==> config.mk <==
export PLATFORM = sky130hd
export DESIGN_NAME = scd_decoder
export DESIGN_NICKNAME = d
export VERILOG_FILES = /design/src/rtl/scd_pkg.sv /design/src/rtl/scd_if.sv /design/src/rtl/scd_decoder.sv /design/src/rtl/scd_opc_class.sv
export SDC_FILE = /design/constraint.sdc
export NUM_CORES = 1
export LEC_CHECK = 0
export ABC_CLOCK_PERIOD_IN_PS = 17500
export BUFFER_PORTS_ARGS = -buffer_cell sky130_fd_sc_hd__buf_2
export CELL_PAD_IN_SITES_DETAIL_PLACEMENT = 0
export CELL_PAD_IN_SITES_GLOBAL_PLACEMENT = 1
export CORE_AREA = 2 2 318 320
export CTS_BUF_LIST = sky130_fd_sc_hd__clkbuf_4 sky130_fd_sc_hd__clkbuf_8 sky130_fd_sc_hd__clkbuf_16
export DETAILED_ROUTE_END_ITERATION = 10
export DIE_AREA = 0 0 320 322
export PLACE_DENSITY = 0.58
export SLEW_MARGIN = 20
export SYNTH_ARGS = -nofsm -noshare
export SYNTH_HDL_FRONTEND = slang
export SYNTH_SLANG_ARGS = --single-unit
==> constraint.sdc <==
create_clock -name clk_sys_i -period 17.5 [get_ports clk_sys_i]
set_input_delay 3.5 -clock clk_sys_i [delete_from_list [all_inputs] [get_ports clk_sys_i]]
set_output_delay 3.5 -clock clk_sys_i [all_outputs]
set_load 0.01 [all_outputs]
==> src/rtl/scd_pkg.sv <==
// constants and types shared by the storage command decoder
package scd_pkg;
  localparam int DW_W = 32;
  localparam int OPC_W = 8;
  // opcodes of the io set
  localparam logic [7:0] OPC_FLUSH = 8'h00;
  localparam logic [7:0] OPC_WRITE = 8'h01;
  localparam logic [7:0] OPC_READ = 8'h02;
  localparam logic [7:0] OPC_WR_UNC = 8'h04;
  localparam logic [7:0] OPC_COMPARE = 8'h05;
  localparam logic [7:0] OPC_WR_ZERO = 8'h08;
  localparam logic [7:0] OPC_DSM = 8'h09;
  localparam logic [7:0] OPC_RSV_REG = 8'h0d;
  localparam logic [7:0] OPC_RSV_RPT = 8'h0e;
  localparam logic [7:0] OPC_RSV_ACQ = 8'h11;
  localparam logic [7:0] OPC_RSV_REL = 8'h15;
  localparam int OPC_VENDOR_BIT = 7;
  // admin opcodes of security send and receive
  localparam logic [7:0] OPC_SEC_SEND = 8'h81;
  localparam logic [7:0] OPC_SEC_RECV = 8'h82;
  // optional-feature enable bit positions
  localparam int OPT_WR_UNC = 0;
  localparam int OPT_COMPARE = 1;
  localparam int OPT_WR_ZERO = 2;
  localparam int OPT_DSM = 3;
  localparam int OPT_VENDOR = 4;
  localparam int OPT_W = 5;
  // dword 10 field positions
  localparam int PROTO_ID_LSB = 24;
  localparam int SPSP_HI_LSB = 16;
  localparam int SPSP_LO_LSB = 8;
  localparam int SUBF_LSB = 0;
  localparam logic [7:0] PROTO_IFACE = 8'hea;
  localparam logic [15:0] SPSP_RPB = 16'h0001;
  // limited retry is bit 31 of dword 12
  localparam int RETRY_LIM_BIT = 31;
  // direction codes
  localparam logic [1:0] DIR_NONE = 2'h0;
  localparam logic [1:0] DIR_H2C = 2'h1;
  localparam logic [1:0] DIR_C2H = 2'h2;
  localparam logic [1:0] DIR_BIDI = 2'h3;
  // status codes
  localparam logic [7:0] ST_OK = 8'h00;
  localparam logic [7:0] ST_BAD_OPC = 8'h01;
  localparam logic [7:0] ST_BAD_FIELD = 8'h02;
  localparam logic [7:0] ST_BAD_PARAM = 8'h1f;
  localparam logic [7:0] ST_NOT_READY = 8'h07;
  localparam int LBS_W = 4;
  localparam logic [3:0] LBS_RST = 4'h9;
  typedef enum logic [2:0] {
    SCD_IDLE = 3'b001,
    SCD_DEC = 3'b010,
    SCD_DONE = 3'b100
  } scd_state_t;
endpackage : scd_pkg

==> src/rtl/scd_if.sv <==
// carrier between the top and the opcode classifier
`timescale 1ns/10ps
`default_nettype none
interface scd_if;
  logic [7:0] opcode;
  logic [scd_pkg::OPT_W-1:0] opt_en;
  logic rsv_en;
  logic known;
  logic supported;
  logic retry_ok;
  logic [1:0] dir;
  modport cls (input opcode, opt_en, rsv_en,
               output known, supported, retry_ok, dir);
  modport top (output opcode, opt_en, rsv_en,
               input known, supported, retry_ok, dir);
endinterface : scd_if
`default_nettype wire

==> src/rtl/scd_decoder.sv <==
// storage command decoder top: security-send fields and io opcode map
`timescale 1ns/10ps
`default_nettype none
module scd_decoder (
  // clock and reset
  input wire logic clk_sys_i,
  input wire logic sys_rst_i,
  // configuration
  input wire logic ready_i,
  input wire logic rsv_support_i,
  input wire logic [scd_pkg::OPT_W-1:0] opt_en_i,
  input wire logic [255:0] proto_supported_i,
  input wire logic [scd_pkg::LBS_W-1:0] lbs_log2_i,
  // command request
  input wire logic cmd_valid_i,
  input wire logic cmd_admin_i,
  input wire logic [7:0] cmd_opcode_i,
  input wire logic [31:0] cmd_ns_id_i,
  input wire logic [127:0] cmd_buf_ptr_i,
  input wire logic [31:0] cmd_dw10_i,
  input wire logic [31:0] cmd_dw11_i,
  input wire logic [31:0] cmd_dw12_i,
  output logic cmd_ready_o,
  // decoded result
  output logic dec_valid_o,
  output logic dec_admin_cq_o,
  output logic [7:0] dec_status_o,
  output logic [1:0] dec_dir_o,
  output logic dec_xfer_o,
  output logic dec_limited_retry_o,
  output logic [31:0] dec_ns_id_o,
  output logic [127:0] dec_data_buffer_pointer_o,
  output logic [7:0] dec_security_protocol_id_o,
  output logic [15:0] dec_protocol_specific_o,
  output logic [7:0] dec_interface_security_subfield_o,
  output logic dec_replay_protected_block_o,
  output logic [31:0] dec_transfer_byte_length_o,
  output logic [31:0] dec_block_bytes_o,
  output logic sec_rsp_pending_o
);
  import scd_pkg::*;

  scd_if cif ();
  scd_state_t state_q;
  logic admin_q;
  logic [7:0] opc_q;
  logic [31:0] ns_id_q;
  logic [127:0] buf_ptr_q;
  logic [31:0] dw10_q;
  logic [31:0] dw11_q;
  logic retry_lim_q;
  logic take;
  logic is_sec;
  logic [7:0] proto_id;
  logic [15:0] spsp;
  logic [7:0] st_d;

  assign take = cmd_valid_i && (state_q == SCD_IDLE);
  assign is_sec = admin_q && (opc_q == OPC_SEC_SEND);
  assign cif.opcode = opc_q;
  assign cif.opt_en = opt_en_i;
  assign cif.rsv_en = rsv_support_i;
  // fields straight from dword 10
  assign proto_id = dw10_q[PROTO_ID_LSB +: 8];
  assign spsp = {dw10_q[SPSP_HI_LSB +: 8],
                 dw10_q[SPSP_LO_LSB +: 8]};

  scd_opc_class u_cls (
    .c(cif.cls)
  );

  // one command in flight; host must hold request until taken
  always_ff @(posedge clk_sys_i or posedge sys_rst_i) begin
    if (sys_rst_i) begin
      state_q <= SCD_IDLE;
    end else begin
      case (state_q)
        SCD_IDLE: if (cmd_valid_i) state_q <= SCD_DEC;
        SCD_DEC: state_q <= SCD_DONE;
        SCD_DONE: state_q <= SCD_IDLE;
        default: state_q <= SCD_IDLE;
      endcase
    end
  end

  // capture only the fields this set uses; other dwords ignored
  always_ff @(posedge clk_sys_i or posedge sys_rst_i) begin
    if (sys_rst_i) begin
      admin_q <= 1'b0;
      opc_q <= 8'h00;
      ns_id_q <= 32'h0;
      buf_ptr_q <= 128'h0;
      dw10_q <= 32'h0;
      dw11_q <= 32'h0;
      retry_lim_q <= 1'b0;
    end else if (take) begin
      admin_q <= cmd_admin_i;
      opc_q <= cmd_opcode_i;
      ns_id_q <= cmd_ns_id_i;
      buf_ptr_q <= cmd_buf_ptr_i;
      dw10_q <= cmd_dw10_i;
      dw11_q <= cmd_dw11_i;
      retry_lim_q <= cmd_dw12_i[RETRY_LIM_BIT];
    end
  end

  // status priority: io not ready, bad opcode, ok; security send bad parameter, bad field, ok; other admin bad opcode
  always_comb begin
    st_d = ST_OK;
    if (is_sec) begin
      if (!proto_supported_i[proto_id]) begin
        st_d = ST_BAD_PARAM;
      end else if (proto_id == PROTO_IFACE && spsp != SPSP_RPB) begin
        st_d = ST_BAD_FIELD;
      end
    end else if (admin_q) begin
      st_d = ST_BAD_OPC;
    end else if (!ready_i) begin
      st_d = ST_NOT_READY;
    end else if (!cif.known || !cif.supported) begin
      st_d = ST_BAD_OPC;
    end
  end

  always_ff @(posedge clk_sys_i or posedge sys_rst_i) begin
    if (sys_rst_i) begin
      cmd_ready_o <= 1'b0;
    end else begin
      cmd_ready_o <= (state_q == SCD_IDLE) && !cmd_valid_i;
    end
  end

  // result registers, one pulse of dec_valid_o per command
  always_ff @(posedge clk_sys_i or posedge sys_rst_i) begin
    if (sys_rst_i) begin
      dec_valid_o <= 1'b0;
      dec_admin_cq_o <= 1'b0;
      dec_status_o <= ST_OK;
      dec_dir_o <= DIR_NONE;
      dec_xfer_o <= 1'b0;
      dec_limited_retry_o <= 1'b0;
      dec_ns_id_o <= 32'h0;
      dec_data_buffer_pointer_o <= 128'h0;
      dec_security_protocol_id_o <= 8'h00;
      dec_protocol_specific_o <= 16'h0000;
      dec_interface_security_subfield_o <= 8'h00;
      dec_replay_protected_block_o <= 1'b0;
      dec_transfer_byte_length_o <= 32'h0;
    end else if (state_q == SCD_DEC) begin
      dec_valid_o <= 1'b1;
      dec_admin_cq_o <= admin_q;
      dec_status_o <= st_d;
      dec_dir_o <= is_sec ? DIR_H2C : (admin_q ? DIR_NONE : cif.dir);
      dec_xfer_o <=
        (st_d == ST_OK) && (is_sec || cif.dir != DIR_NONE);
      dec_limited_retry_o <=
        !admin_q && cif.retry_ok && retry_lim_q;
      dec_ns_id_o <= ns_id_q;
      dec_data_buffer_pointer_o <= buf_ptr_q;
      dec_security_protocol_id_o <= is_sec ? proto_id : 8'h00;
      dec_protocol_specific_o <= is_sec ? spsp : 16'h0000;
      // subfield reserved unless protocol eah
      dec_interface_security_subfield_o <=
        (is_sec && proto_id == PROTO_IFACE) ? dw10_q[SUBF_LSB +: 8] : 8'h00;
      dec_replay_protected_block_o <=
        is_sec && proto_id == PROTO_IFACE && spsp == SPSP_RPB;
      dec_transfer_byte_length_o <= is_sec ? dw11_q : 32'h0;
    end else begin
      dec_valid_o <= 1'b0;
    end
  end

  // result waits for a security-receive; set wins over clear
  always_ff @(posedge clk_sys_i or posedge sys_rst_i) begin
    if (sys_rst_i) begin
      sec_rsp_pending_o <= 1'b0;
    end else if (state_q == SCD_DEC && is_sec && st_d == ST_OK) begin
      sec_rsp_pending_o <= 1'b1;
    end else if (state_q == SCD_DEC && admin_q && opc_q == OPC_SEC_RECV) begin
      sec_rsp_pending_o <= 1'b0;
    end
  end

  // shift keeps block size a power of two by construction
  always_ff @(posedge clk_sys_i or posedge sys_rst_i) begin
    if (sys_rst_i) begin
      dec_block_bytes_o <= 32'h1 << LBS_RST;
    end else begin
      dec_block_bytes_o <= 32'h1 << lbs_log2_i;
    end
  end
endmodule // scd_decoder
`default_nettype wire

==> src/rtl/scd_opc_class.sv <==
// combinational opcode classifier for the io command set
`timescale 1ns/10ps
`default_nettype none
module scd_opc_class (
  // link to top
  scd_if.cls c
);
  import scd_pkg::*;
  always_comb begin
    c.dir = c.opcode[1:0];
    c.known = 1'b0;
    c.supported = 1'b0;
    c.retry_ok = 1'b0;
    if (c.opcode[OPC_VENDOR_BIT]) begin
      c.known = 1'b1;
      c.supported = c.opt_en[OPT_VENDOR];
    end else if (c.opcode == OPC_FLUSH || c.opcode == OPC_WRITE ||
                 c.opcode == OPC_READ) begin
      c.known = 1'b1;
      c.supported = 1'b1;
      c.retry_ok = (c.opcode != OPC_FLUSH);
    end else if (c.opcode == OPC_WR_UNC) begin
      c.known = 1'b1;
      c.supported = c.opt_en[OPT_WR_UNC];
    end else if (c.opcode == OPC_COMPARE) begin
      c.known = 1'b1;
      c.supported = c.opt_en[OPT_COMPARE];
      c.retry_ok = 1'b1;
    end else if (c.opcode == OPC_WR_ZERO) begin
      c.known = 1'b1;
      c.supported = c.opt_en[OPT_WR_ZERO];
      c.retry_ok = 1'b1;
    end else if (c.opcode == OPC_DSM) begin
      c.known = 1'b1;
      c.supported = c.opt_en[OPT_DSM];
    end else if (c.opcode == OPC_RSV_REG || c.opcode == OPC_RSV_RPT ||
                 c.opcode == OPC_RSV_ACQ || c.opcode == OPC_RSV_REL) begin
      c.known = 1'b1;
      c.supported = c.rsv_en;
    end
  end
endmodule // scd_opc_class
`default_nettype wire

* Word-level counts from Yosys, hierarchy flattened
Cells that the tools add are included. Widths: inputs -> output; s select.
Storage, ports and cells: flip-flop bits (word level) 510, input bits 535, output and inout port bits 273
Cells by class: muxes and demuxes 38, equality and inequality tests 18, reduce and logical (&&, ||, !) cells 29, order comparisons 1, shift operators 1
Operator list (number):
- $eq 8x4->1 const B | 4
- $mux 32 | 1
- $shl 1x4->32 const A | 1
- $eq 8x8->1 const B | 3
- $mux 1 | 24
- $mux 8 | 3
- $eq 16x1->1 const B | 1
- $eq 8x3->1 const B | 2
- $eq 8x5->1 const B | 2
- $logic_not 8->1 | 2
- $mux 16 | 1
- $ne 16x1->1 const B | 1
- $logic_and 1x1->1 | 13
- $lt 8x9->1 const B | 1
- $mux 3 | 3
- $bmux 1 s8 | 1
- $eq 8x1->1 const B | 1
- $eq 8x2->1 const B | 1
- $reduce_bool 8->1 | 1
- $logic_or 1x1->1 | 7
- $mux 2 | 3
- $pmux 3 s2 | 1
- $mux 5 | 1
- $logic_not 1->1 | 4
- other kinds (4) | 5

* Depth between registers and ports, before layout
depth after elaboration 20, mapped depth 12

* Modules after synthesis
From an unflattened synthesis, not the netlist that was laid out.
Second synthesis, totals: cell total of the unflattened synthesis 1838, area total of the unflattened synthesis 21012.7 um^2
By module, submodules not included:
- scd_decoder | times used 1, sequential area each 12264.3 um^2, area each 20782.4 um^2, cells each 1801
- scd_opc_class | times used 1, sequential area each 0.0 um^2, area each 230.2 um^2, cells each 37

* Worst setup path before layout
Ideal clock, no wire load.
path kind input to register, start point in proto_supported_i[165], end point reg sec_rsp_pending_o, arrival 4.999 ns, slack 12.363 ns, stages 8, required time 17.362 ns, cell sequence mux4_1 mux2_2 a221oi_1 nor3_1 o32ai_1 o21ai_2 nand3_2 o21ai_0
On the way: cells in the longest elaborated chain, start to end 7, elaborated cells between the ends (all ways) 8, those cells by class mux: 5; reduce/logical: 3
Ends and longest elaborated chain:
- from (decl) | line scd_decoder.sv:12 | input wire logic [255:0] proto_supported_i,
- $bmux 1 s8 (*) | line scd_decoder.sv:111 | if (!proto_supported_i[proto_id]) begin
- $mux 1 (implied by the code) (*) | line scd_decoder.sv:111
- $mux 5 (*) | line scd_decoder.sv:111
- $mux 8 (*) | line scd_decoder.sv:110 | if (is_sec) begin
- $logic_not 8->1 (*) | line scd_decoder.sv:177 | end else if (state_q == SCD_DEC && is_sec && st_d == ST_OK) begin
- $logic_and 1x1->1 (*) | line scd_decoder.sv:177
- $mux 1 or $reduce_bool 2->1 (tied branches)
- to (signal assigned) | line scd_decoder.sv:176 | sec_rsp_pending_o <= 1'b0;
- to (signal assigned) | line scd_decoder.sv:178 | sec_rsp_pending_o <= 1'b1;
- to (signal assigned) | line scd_decoder.sv:180 | sec_rsp_pending_o <= 1'b0;
- to (decl) | line scd_decoder.sv:39 | output logic sec_rsp_pending_o
Every way passes the cells marked *; elsewhere a longest branch is shown, timed or not. The select of a mux whose other input is x is not followed. A chain may end at the register's enable or synchronous reset.

* Worst setup path in the final report
start point in cmd_valid_i, end point reg buf_ptr_q[80]
On the way: cells in the longest elaborated chain, start to end 1
Ends and longest elaborated chain:
- from (decl) | line scd_decoder.sv:15 | input wire logic cmd_valid_i,
- $logic_and 1x1->1 | line scd_decoder.sv:58 | assign take = cmd_valid_i && (state_q == SCD_IDLE);
- to (signal assigned) | line scd_decoder.sv:100 | buf_ptr_q <= cmd_buf_ptr_i;
- to (decl) | line scd_decoder.sv:48 | logic [127:0] buf_ptr_q;
Every way passes these cells.

==> results.py <==
metrics = {
    "sta": {
        "tightest_slew_ns": 0.9825,
        "hold_slack_ns": 0.4395,
        "min_period_over_period_pct": 37.34,
        "fin_worst_skew_ns": 0.03781,
        "period_minus_slack_ns": 6.534,
        "final_hold_viol_count": 0,
        "setup_violations": 0,
        "fmax_ghz": 0.1530,
        "slew_headroom_pct": 34.50,
        "grt_setup_unrepaired": "false",
        "drv_slew": 0,
        "setup-tns-final_ns": 0,
    },
    "worst_setup_path": {
        "cp-end-kind": "flop",
        "criticalPathCategory": "primary input to flop",
        "crit_path_max_fanout": 68,
        "regToRegSetupSlack_ns": 13.49,
        "worst_path_max_delay_cell": "buf_4",
        "rr_worst_depth": 5,
        "crit_family": "buffers and inverters",
        "arrival_ns": 7.04,
        "crit_required_ns": 18.01,
        "critPathMostFrequentCell": "buf_4",
        "slowest_delay_ns": 0.89,
        "crit_cells": 6,
        "path_cells": "buf_2, nor4bb_4, buf_4, buf_4, buf_4, mux2_2",
        "cp_num_buf_inv": 4,
        "rr_startpoint": "state_q[0]$_DFFE_PP1N_",
        "timing.rr.end": "buf_ptr_q[80]$_DFFE_PP0P_",
        "cp-start-kind": "primary input",
    },
    "min_path": {
        "hold_path.class": "flop to flop",
        "min_to": "dec_data_buffer_pointer_o[91]$_DFFE_PP0P_",
        "hold_start": "buf_ptr_q[91]$_DFFE_PP0P_",
        "hold_path_depth": 2,
    },
    "floorplan": {
        "die-area_um2": 103000,
        "die_w_um": 320,
        "ioPinCount": 808,
        "initial_core_util_pct": 21.04,
        "core_um2": 99570,
        "dieHeight_um": 322,
        "rows": 116,
    },
    "routing": {
        "first_pass_iters": 4,
        "ant_nets": 0,
        "post_drt_wl_per_cell_um": 18.73,
        "drt-initial-drc-count": 920,
        "via_count": 16417,
        "vias_per_cell": 4.209,
        "wl_um": 73050,
        "drc": 0,
    },
    "placed_design": {
        "numPortBuffers": 757,
        "gp_congestion": 0.8463,
        "dpl_cell_area_um2": 25910,
        "dpl.hpwl_um": 52890,
    },
    "power_and_ir_drop": {
        "internal-power_w": 0.003034,
        "p_sw_share_pct": 35.25,
        "clkPwrFrac_pct": 26.0,
        "power_frac_comb_pct": 33.6,
        "seq_power_share_pct": 40.4,
        "p_switching_w": 0.001652,
        "totalPowerFinal_w": 0.004686,
        "power.density_nw_per_um2": 168.0,
        "power.leakage_nw": 14.15,
        "ir_worst_vdd_uv": 89.62,
    },
    "clock_tree": {
        "cts_hold_buf": 0,
        "clk_pin_slew_worst_paths_ns": 0.06,
        "ctsHtreeMaxLevel": 2,
        "cts_resized": 0,
        "clock_latency_ns": 0.65,
        "postCtsSetupBuffers": 0,
        "cts_buffer_depth": 3,
        "cts-buffers-inserted": 57,
        "cts_tree": "built",
        "cts_sinks": 490,
        "root_buffer": "clkbuf_16",
    },
    "yosys": {
        "synth-xor-area-share_pct": 0,
        "synth-compound-area-share_pct": 2.556,
        "yosysTopAreaCellShare_pct": 58.29,
        "post-synth-top-count-cell": "nand2_1",
        "ys_seq_area_share_pct": 58.54,
        "synth_simple_gate_area_share_pct": 15.15,
        "synth_area_per_cell_um2": 11.49,
        "async_reset_ff_share_pct": 100.0,
        "muxShareOfSynthArea_pct": 20.14,
        "netlist_top_cells_area": "dfrtp_1 58%, mux2_2 13%, nand2_1 11%",
        "synth_top_family_by_area": "multiplexers",
        "ys_types": 61,
        "synthCells": 1824,
        "ys_warn_count": 0,
        "netlist_area_um2": 20950,
        "synth-seq-cells": 490,
        "synth-edff-count": 0,
        "ys.flop_type": "dfrtp_1",
        "ys_top_cells_by_count": "639 x nand2_1, 488 x dfrtp_1, 239 x mux2_2",
        "yosysTopAreaCell": "dfrtp_1",
        "synth_fa_ha_area_share_pct": 0,
    },
    "layout": {
        "final_core_utilization_pct": 28.01,
        "drive_above_1_share_pct": 45.48,
        "area_growth_pct": 33.12,
        "nNetsFinal": 3077,
        "fin_area_um2": 27890,
    },
    "global_route": {
        "grt-ovfl-total": 0,
        "grt_pass1_wl_um": 108300,
        "grt_usage_pct": 13.79,
        "first_global_vias": 16530,
        "antenna_found_initial": 25,
        "grt_max_degree": 148,
    },
    "run_status": {
        "status": "complete, no violations",
    },
    "job": {
        "cap_violations": 0,
    },
}
## tightest hold or removal path: cells and delay by family (launching register included)
kind / cells / cell delay (ns)
and+or+nand+nor: 2 / 0.10
DFF: 1 / 0.34
## logic make-up after synthesis
family,count (synthesis)
compound gates,76
buf+inv,145
flops,490
mux,329
other cells,1
simple gates,783
## cell usage in the layout, fill, tap and decap left out, types with 5 or more instances in the layout
cell type,n
buf_2,757
nand2_1,638
dfrtp_1,486
mux2_2,239
nand3_1,70
clkbuf_16,58
mux2i_1,42
mux4_2,41
nor2_1,24
conb_1,19
clkinv_2,18
buf_4,17
o21ai_0,16
diode_2,14
a21oi_1,12
nor3_1,11
clkbuf_8,10
inv_1,8
nand2b_1,7
mux4_1,7
nor2b_1,6
clkbuf_4,6
nor4_1,5
o22ai_1,5
## registers in the layout, indices dropped and copies added (netlist names), 2 cells and up
name	count
buf_ptr_q	128
cif.opcode	8
dec_block_bytes_o	16
dec_data_buffer_pointer_o	128
dec_dir_o	2
dec_interface_security_subfield_o	8
dec_ns_id_o	32
dec_protocol_specific_o	16
dec_security_protocol_id_o	8
dec_status_o	4
dec_transfer_byte_length_o	32
dw10_q	32
dw11_q	32
ns_id_q	32
state_q	3
## worst max-delay path by stage
stage | slack, ns | start | end
finish | 10.97 | cmd_valid_i | buf_ptr_q[80]$_DFFE_PP0P_
global route | 10.74 | cmd_valid_i | buf_ptr_q[15]$_DFFE_PP0P_
CTS | 10.97 | cmd_valid_i | buf_ptr_q[80]$_DFFE_PP0P_
detailed placement | 10.27 | cmd_valid_i | ns_id_q[19]$_DFFE_PP0P_
global placement | 10.26 | cmd_valid_i | buf_ptr_q[18]$_DFFE_PP0P_
floorplan | 0.33 | sys_rst_i | admin_q$_DFFE_PP0P_
## power groups by stage
stage | sequential [W] | clock, W | combinational [W]
6_report | 0.00189 | 0.00122 | 0.00158
5_1_grt | 0.00196 | 0.00131 | 0.00172
4_1_cts | 0.00190 | 0.00127 | 0.00160
3_5_place_dp | 0.00191 | 0 | 0.00160
3_3_place_gp | 0.00190 | 0 | 0.00158
2_1_floorplan | 0.00189 | 0 | 0.00104
## layout make-up
type / instances / area (um2)
multi-input combinational: 1207 / 8023
inverter: 11 / 56.30
fill: 10649 / 71680
tap: 1298 / 1624
clock buffer: 74 / 1634
sequential: 490 / 12270
timing repair buffer: 775 / 3936
clock inverter: 31 / 306.5
antenna: 14 / 35.03
## routing by layer
metal / vias up / GRT usage (%) / share of wire (%)
met1: 8146 / 18.35 / 44
met4: 22 / 4.424 / 2.6
met5: - / 0 / 0.18
met3: 127 / 5.024 / 8.7
li1: 7596 / - / -
met2: 526 / 20.72 / 45
## metrics by stage
step / setup slack [ns] / instances
after floorplan: 0.3272 / 1842
after global placement: 10.26 / 3781
after detailed placement: 10.27 / 3781
after CTS: 10.97 / 3886
after global routing: 10.74 / 3897
final: 10.97 / 3900
Note: power is estimated with default switching activity, not from simulation.
